$ cat config.mk
export PLATFORM = sky130hd
export DESIGN_NAME = flash_self_program_controller
export DESIGN_NICKNAME = d
export VERILOG_FILES = /design/src/pkg/flash_ctrl_pkg.sv /design/src/flash_self_program_controller.sv
export SDC_FILE = /design/constraint.sdc
export NUM_CORES = 2
export LEC_CHECK = 0
export BUFFER_PORTS_ARGS = -buffer_cell sky130_fd_sc_hd__buf_2
export CORE_MARGIN = 2
export CORE_UTILIZATION = 55
export DETAILED_ROUTE_END_ITERATION = 10
export PLACE_DENSITY = 0.71
export RECOVER_POWER = 25
export SYNTH_ARGS = -nofsm -noshare
export SYNTH_HDL_FRONTEND = slang
export SYNTH_SLANG_ARGS = --single-unit
$ cat constraint.sdc
create_clock -name clock_i -period 7.6 [get_ports clock_i]
set_input_delay 0.76 -clock clock_i [delete_from_list [all_inputs] [get_ports clock_i]]
set_output_delay 0.76 -clock clock_i [all_outputs]
set_load 0.01 [all_outputs]
$ cat src/pkg/flash_ctrl_pkg.sv
// constants for the flash self-programming controller
package flash_ctrl_pkg;
    // register map (word addresses on the plain port)
    localparam logic [3:0] ctrl_addr = 4'h0;
    localparam logic [3:0] key_addr = 4'h1;
    localparam logic [3:0] page_addr = 4'h2;
    localparam logic [3:0] target_lo_addr = 4'h3;
    localparam logic [3:0] target_hi_addr = 4'h4;
    localparam logic [3:0] buf_lo_addr = 4'h5;
    localparam logic [3:0] buf_hi_addr = 4'h6;
    localparam logic [3:0] status_addr = 4'h7;
    // control field positions
    localparam int start_bit = 15;
    localparam int wen_bit = 14;
    localparam int err_bit = 13;
    localparam int erase_bit = 6;
    localparam int op_lsb = 0;
    localparam logic [15:0] ctrl_impl_mask = 16'he04f;
    localparam logic [15:0] ctrl_reset = 16'h0000;
    // unlock key values
    localparam logic [7:0] key_first = 8'h55;
    localparam logic [7:0] key_second = 8'haa;
    // operation codes
    localparam logic [3:0] op_bulk_erase = 4'hf;
    localparam logic [3:0] op_block_erase = 4'h2;
    localparam logic [3:0] op_row_program = 4'h1;
    // geometry
    localparam int row_words = 64;
    localparam int row_bytes = 192;
    localparam int block_bytes = 1536;
    // timing
    localparam int clock_mhz = 250;
    localparam int op_time_us = 4000;
    localparam int op_cycles = op_time_us * clock_mhz;
    typedef enum logic [1:0] {
        kind_none,
        kind_row_program,
        kind_block_erase,
        kind_bulk_erase
    } op_kind_e;
endpackage : flash_ctrl_pkg

$ cat src/flash_self_program_controller.sv
// flash self-programming controller: unlock, control register, timed operation
// Notes on behaviour
// - no operation without correct unlock sequence
// - start bit 15 launches, hardware clears
// - software cannot clear start bit
// - operation lasts 4 ms, processor stalled
// - bit 14 write enable gates operations
// - bit 13 flags improper start attempts
// - bit 6 selects erase versus program
// - decode bulk, block erase, row program codes
// - other operation codes do nothing
// - unimplemented control bits read zero
// - control bits cleared only by power-on
// - 64-word holding buffer loaded sequentially
// - blocks and rows aligned to boundaries
// - target address from page and offset
//
// Chosen here: strobed register access and the register addresses.
`timescale 1ns/100ps
module flash_self_program_controller
    import flash_ctrl_pkg::*;
#(
    parameter int op_cycles_p = op_cycles
) (
    input wire logic clock_i,
    input wire logic reset_i,
    input wire logic por_i,
    input wire logic enable_i,
    input wire logic [3:0] addr_i,
    input wire logic [15:0] wdata_i,
    input wire logic write_i,
    input wire logic read_i,
    output logic [15:0] rdata_o,
    output logic stall_o,
    output logic flash_go_o,
    output logic [1:0] flash_kind_o,
    output logic [23:0] flash_addr_o
);
    // aligns a byte address down to a boundary
    function automatic logic [23:0] align_down(input logic [23:0] a, input int unsigned sz);
        align_down = a - 24'(32'(a) % sz);
    endfunction : align_down

    logic [15:0] ctrl_reg;
    logic [15:0] ctrl_next;
    logic [7:0] page_reg;
    logic [15:0] offset_reg;
    logic [1:0] key_state_reg;
    logic [31:0] count_reg;
    logic busy_reg;
    logic [15:0] rdata_reg;
    logic go_reg;
    logic [1:0] kind_reg;
    logic [23:0] faddr_reg;
    logic [5:0] fill_reg;
    logic fill_ok_reg;
    logic [15:0] buf_lo_mem [row_words];
    logic [7:0] buf_hi_mem [row_words];

    // bus decode
    wire wr_ctrl = write_i && addr_i == ctrl_addr;
    wire wr_key = write_i && addr_i == key_addr;
    wire wr_page = write_i && addr_i == page_addr;
    wire wr_tgt = write_i && addr_i == target_lo_addr;
    wire wr_blo = write_i && addr_i == buf_lo_addr;
    wire wr_bhi = write_i && addr_i == buf_hi_addr;
    wire unlocked = key_state_reg == 2'd2;
    wire start_req = wr_ctrl && wdata_i[start_bit] && !busy_reg;

    // operation decode from the written control value
    wire [3:0] new_op = wdata_i[op_lsb +: 4];
    wire new_erase = wdata_i[erase_bit];
    wire [1:0] new_kind =
        (new_op == op_bulk_erase && new_erase) ? 2'(kind_bulk_erase) :
        (new_op == op_block_erase && new_erase) ? 2'(kind_block_erase) :
        (new_op == op_row_program && !new_erase) ? 2'(kind_row_program) :
        2'(kind_none);
    // launch needs unlock and write enable; a noop code launches nothing
    wire launch = start_req && unlocked && wdata_i[wen_bit]
        && new_kind != 2'(kind_none);
    wire bad_start = start_req && !launch;
    // 24-bit target address, aligned to the operation's granule
    wire [23:0] raw_addr = {page_reg, offset_reg};
    wire [23:0] op_addr = (new_kind == 2'(kind_block_erase)) ? align_down(raw_addr, block_bytes)
        : (new_kind == 2'(kind_row_program)) ? align_down(raw_addr, row_bytes)
        : 24'h000000;
    wire done = busy_reg && count_reg == 32'd1;

    // control next value: start only via launch, other implemented bits writable
    always_comb begin
        ctrl_next = ctrl_reg;
        if (wr_ctrl && !busy_reg) begin
            ctrl_next = (wdata_i & ctrl_impl_mask) & ~(16'h1 << start_bit);
            // software may clear the flag, but a bad start in the same write wins
            ctrl_next[err_bit] = wdata_i[err_bit] | bad_start;
            ctrl_next[start_bit] = launch;
        end
        if (done) begin
            ctrl_next[start_bit] = 1'b0;
            ctrl_next[err_bit] = 1'b0;
        end
    end

    // control register survives ordinary reset, cleared by power-on only
    always_ff @(posedge clock_i) begin
        if (por_i) begin
            ctrl_reg <= ctrl_reset;
        end else if (enable_i) begin
            ctrl_reg <= ctrl_next;
        end
    end

    // unlock tracker: any other write in between cancels the sequence
    always_ff @(posedge clock_i) begin
        if (reset_i || por_i) begin
            key_state_reg <= 2'd0;
        end else if (enable_i && write_i) begin
            if (wr_key && wdata_i[7:0] == key_first) begin
                key_state_reg <= 2'd1;
            end else if (wr_key && wdata_i[7:0] == key_second && key_state_reg == 2'd1) begin
                key_state_reg <= 2'd2;
            end else begin
                key_state_reg <= 2'd0;
            end
        end
    end

    // self-timed operation counter, stalls the processor while busy
    always_ff @(posedge clock_i) begin
        if (reset_i || por_i) begin
            busy_reg <= 1'b0;
            count_reg <= 32'd0;
            go_reg <= 1'b0;
            kind_reg <= 2'(kind_none);
            faddr_reg <= 24'h000000;
        end else if (enable_i) begin
            go_reg <= launch;
            if (launch) begin
                busy_reg <= 1'b1;
                count_reg <= 32'(op_cycles_p);
                kind_reg <= new_kind;
                faddr_reg <= op_addr;
            end else if (done) begin
                busy_reg <= 1'b0;
                count_reg <= 32'd0;
            end else if (busy_reg) begin
                count_reg <= count_reg - 32'd1;
            end
        end
    end

    // page and offset registers
    always_ff @(posedge clock_i) begin
        if (reset_i || por_i) begin
            page_reg <= 8'h00;
            offset_reg <= 16'h0000;
        end else if (enable_i) begin
            if (wr_page) begin
                page_reg <= wdata_i[7:0];
            end
            if (wr_tgt) begin
                offset_reg <= wdata_i;
            end
        end
    end

    // holding buffer: sequential fill, high half advances the slot
    always_ff @(posedge clock_i) begin
        if (reset_i || por_i) begin
            fill_reg <= 6'd0;
            fill_ok_reg <= 1'b0;
        end else if (enable_i) begin
            if (wr_bhi) begin
                fill_reg <= fill_reg + 6'd1;
                fill_ok_reg <= fill_reg == 6'd63;
            end else if (done) begin
                fill_ok_reg <= 1'b0;
            end
        end
    end

    // buffer storage, no reset needed
    always_ff @(posedge clock_i) begin
        if (enable_i && wr_blo) begin
            buf_lo_mem[fill_reg] <= wdata_i;
        end
        if (enable_i && wr_bhi) begin
            buf_hi_mem[fill_reg] <= wdata_i[7:0];
        end
    end

    // read mux; key register is write-only and reads zero
    wire [15:0] status_word = {10'h000, fill_ok_reg, busy_reg, unlocked, kind_reg, 1'b0};
    wire [15:0] read_word =
        (addr_i == ctrl_addr) ? ctrl_reg :
        (addr_i == page_addr) ? {8'h00, page_reg} :
        (addr_i == target_lo_addr) ? offset_reg :
        (addr_i == buf_lo_addr) ? buf_lo_mem[fill_reg] :
        (addr_i == buf_hi_addr) ? {8'h00, buf_hi_mem[fill_reg]} :
        (addr_i == status_addr) ? status_word :
        (addr_i == target_hi_addr) ? {8'h00, faddr_reg[23:16]} : 16'h0000;

    always_ff @(posedge clock_i) begin
        if (reset_i || por_i) begin
            rdata_reg <= 16'h0000;
        end else if (enable_i) begin
            rdata_reg <= read_i ? read_word : 16'h0000;
        end
    end

    assign rdata_o = rdata_reg;
    assign stall_o = busy_reg;
    assign flash_go_o = go_reg;
    assign flash_kind_o = kind_reg;
    assign flash_addr_o = faddr_reg;
endmodule : flash_self_program_controller

==> reports/qor.log <==
INFO  logic_synthesis synth.mux.area_fraction=0.173
INFO  logic_synthesis synth.cell_area=67000um^2
INFO  sta            period_needed=6.91ns
INFO  worst_hold_path hold_path.class=in -> reg
INFO  clock_network  max-clock-path-buffers=3
INFO  layout         finish.net_count=3667
INFO  routing        routedWlPerCell=29.6um
INFO  logic_synthesis post_synthesis_compound_gate_area_fraction=0.0312
INFO  worst_setup_path critical_path_buf_inv_count=1
INFO  worst_setup_path crit_slowest_cell=sky130_fd_sc_hd__dfxtp_1
INFO  sta            finalSetupViolCount=0
INFO  logic_synthesis post_synth_inst_count=3422
INFO  place          port_buffers=66
INFO  worst_setup_path critPathMostFrequentCell=sky130_fd_sc_hd__o21ai_0
INFO  worst_setup_path crit_path_start_kind=flop
INFO  floorplanning  top_level_ports=70
INFO  logic_synthesis synth_edf_count=1536
INFO  routing        num_vias=34300
INFO  global_routing grt_overflow=0
INFO  layout         layout-area-overhead-vs-synth=11.9%
INFO  floorplanning  start_util=0.552
INFO  logic_synthesis synth-seq-area-share=0.725
INFO  floorplanning  core_region_area=121000um^2
INFO  clock_network  cts_post_setup_buffers_inserted=0
INFO  sta            max_slew_margin=-1.51
INFO  clock_network  cts_sinks=1656
INFO  sta            final.setup_skew=0.0275ns
INFO  floorplanning  die_h=353um
INFO  flow_run       cap_viol_max_count=16
INFO  worst_setup_path timing.setup.critical_path_class=reg -> reg
INFO  global_routing antenna_found_initial=13
INFO  global_routing grt_first_pass_wirelength=233000um
INFO  layout         finish.cell_count_without_fillers=5354
INFO  sta            finalHoldViolations=0
INFO  power_and_ir_drop max-vdd-ir-drop=228uV
INFO  sta            maxSlewViolCount=835
INFO  outcome        outcome=finished, violations left
INFO  place          dp_cells=5055
INFO  worst_setup_path critPathRequiredTime=8.28ns
INFO  routing        post-route-drc-count=0
INFO  floorplanning  die-area=125000um^2
INFO  logic_synthesis xor_and_xnor_fraction_of_the_mapped_netlist_area=0.00759
INFO  global_routing groute.usage.overall=0.258
INFO  clock_network  tritoncts=built
INFO  floorplanning  rows=128
INFO  clock_network  htreeDepth=4
INFO  place          gp_routability_congestion=0.833
INFO  layout         multi_input_comb_area=17700um^2
INFO  global_routing grt_start_max_net_pins=101
INFO  logic_synthesis average_cell_area_after_synthesis=19.6um^2
INFO  layout         finalInstanceArea=74900um^2
INFO  logic_synthesis synth_simple_gate_area_share=0.0414
INFO  power_and_ir_drop leakagePower=22.8nW
INFO  worst_setup_path critical-path-max-stage-delay=0.54ns
INFO  sta            grt_setup_unrepaired=false
INFO  place          post_dp_cell_area=69600um^2
INFO  clock_network  clock_insertion_delay_worst_skew=0.81ns
INFO  logic_synthesis synthArstFlopShare=0
INFO  sta            fin_crit_share=0.909
INFO  logic_synthesis yosysWarningCount=0
INFO  clock_network  worst_setup_hold_path_clk_slew=0.06ns
INFO  worst_setup_path cp_data_arrival_time=7.59ns
INFO  floorplanning  chipWidth=353um
INFO  logic_synthesis synth-adder-area-share=0.00841
INFO  layout         seq_area=48500um^2
INFO  sta            final.setup.tns=0ns
INFO  routing        drtIter0Drc=4695
INFO  sta            worst_hold_slack=0.252ns
INFO  global_routing vias_in_the_first_global_route=33800
INFO  place          hpwlAfterDp=95800um
INFO  clock_network  numCtsBuffers=164
INFO  sta            achievable-frequency=145MHz
INFO  logic_synthesis synth.ff_latch_count=1656
INFO  logic_synthesis largest_family_of_logic_cells_by_synthesized_area=multiplexers
INFO  sta            tightest_slew=3.76ns
INFO  layout         layout-drive-gt1-share=0.254
INFO  worst_setup_path setup.worst_path.end_class=flop
INFO  logic_synthesis synth_ff_type=sky130_fd_sc_hd__edfxtp_1
INFO  routing        drt-total-wl=158000um
INFO  worst_setup_path path_delay_family=compound AO/OA/AOI/OAI gates
INFO  clock_network  cts-root-buf=sky130_fd_sc_hd__clkbuf_16
INFO  worst_setup_path critical_path.max_fanout=12
INFO  routing        detail-route-antenna-nets=0
INFO  logic_synthesis yosys.cell_types.count=91
INFO  power_and_ir_drop power_density=244nW/um^2
INFO  outcome        failed_checks=capacitance limit, slew limit
INFO  layout         filler_cell_count=8317
INFO  layout         largest_register_ffs=1024
INFO  routing        dr.pass1.iters=8
INFO  routing        via_per_inst=6.40
worst reg2reg max path, delay by kind of cell, from the launching register on:
family | cells | cell delay (ns)
AOI/OAI and AO/OA | 18 | 4.24
xor gates and xnor gates | 1 | 0.12
adders and majority gates | 1 | 0.30
buffers and inverters | 1 | 0.20
DFF | 1 | 0.54
muxes | 2 | 0.40
and+or+nand+nor | 5 | 0.98
final timing paths:
kind,slack [ns],startpoint,to,depth (start not counted)
max,0.69,page_reg[3]$_SDFFE_PP0P_,flash_addr_o[23]$_SDFFE_PP0P_,28
min,0.25,read_i,rdata_o[2]$_SDFFE_PP0P_,3
max reg2reg,0.69,page_reg[3]$_SDFFE_PP0P_,flash_addr_o[23]$_SDFFE_PP0P_,28
min reg2reg,0.46,ctrl_reg[1]$_SDFFE_PP0P_,ctrl_reg[1]$_SDFFE_PP0P_,2
metal layers:
layer / GRT usage / share of wire / vias to the layer above
met5: 0 / 0.00030 / -
met4: 0.0676 / 0.023 / 8
met3: 0.0458 / 0.087 / 237
met2: 0.411 / 0.49 / 1650
met1: 0.374 / 0.40 / 18000
li1: - / - / 14400
metrics by stage:
stage | power [mW] | setup slack (ns) | util
2_1_floorplan | 10.2 | 1.63 | -
3_3_place_gp | 10.4 | 0.429 | 0.574
3_5_place_dp | 10.4 | 0.355 | 0.574
4_1_cts | 18.4 | 0.361 | 0.618
5_1_grt | 18.8 | 0.0526 | 0.618
6_report | 18.3 | 0.691 | 0.618
report_power, final:
part | switching (mW) | internal [mW] | leakage [nW]
combinational | 0.232 | 0.0536 | 5.45
sequential | 0.00252 | 9.96 | 14.8
clock | 3.44 | 4.60 | 2.59
total | 3.68 | 14.6 | 22.8
area by class of cell:
class	instances	share of cell area
antenna	2	0.0000668
clock buffer	205	0.0577
clock inverter	92	0.0133
inverter	32	0.00160
multi-input combinational	1568	0.236
sequential	1656	0.648
tap	1625	0.0271
timing repair buffer	174	0.0162
what timing repair did:
item,in CTS,in global routing
endpoints found under the setup margin,0,6
resized for setup,0,5
endpoints found under the hold margin,0,0
hold buffers,0,0
cell usage after synthesis (all sizes together) (19+ instances only):
library cell | number | area [um^2]
o21ai | 64 | 320
nand2 | 127 | 484
mux4 | 501 | 11300
buf | 65 | 309
a21oi | 88 | 444
inv | 30 | 113
nor2 | 275 | 1030
nor3 | 48 | 240
clkbuf | 129 | 484
ha | 45 | 563
dfxtp | 120 | 2400
xnor2 | 34 | 298
xor2 | 24 | 210
nand2b | 19 | 119
edfxtp | 1536 | 46100
cells in the final DEF (no fill, tap or decap), types with 30 or more instances in the layout:
| cell type | Yosys | routed |
|---|---|---|
| sky130_fd_sc_hd__edfxtp_1 | 1536 | 1536 |
| sky130_fd_sc_hd__mux4_2 | 501 | 501 |
| sky130_fd_sc_hd__nor2_1 | 274 | 265 |
| sky130_fd_sc_hd__clkbuf_16 | 0 | 165 |
| sky130_fd_sc_hd__nand2_1 | 126 | 126 |
| sky130_fd_sc_hd__dfxtp_1 | 120 | 112 |
| sky130_fd_sc_hd__a21oi_1 | 87 | 87 |
| sky130_fd_sc_hd__buf_4 | 6 | 86 |
| sky130_fd_sc_hd__o21ai_0 | 63 | 61 |
| sky130_fd_sc_hd__clkbuf_1 | 129 | 57 |
| sky130_fd_sc_hd__buf_2 | 16 | 57 |
| sky130_fd_sc_hd__nor3_1 | 48 | 45 |
| sky130_fd_sc_hd__ha_1 | 45 | 45 |
| sky130_fd_sc_hd__xnor2_1 | 34 | 34 |
| sky130_fd_sc_hd__clkinv_1 | 2 | 31 |
| sky130_fd_sc_hd__inv_1 | 30 | 30 |
| sky130_fd_sc_hd__conb_1 | 2 | 30 |
cells by family (layout without fill, tap and decap cells):
| kind of cell | after synthesis | after routing |
|---|---|---|
| flops | 1656 | 1656 |
| xor+xnor | 58 | 58 |
| simple gates | 601 | 601 |
| buf+inv | 226 | 503 |
| fa+ha+maj | 45 | 45 |
| mux | 527 | 527 |
| other cells | 2 | 32 |
| compound gates | 307 | 307 |
Note: power is estimated with default switching activity, not from simulation.
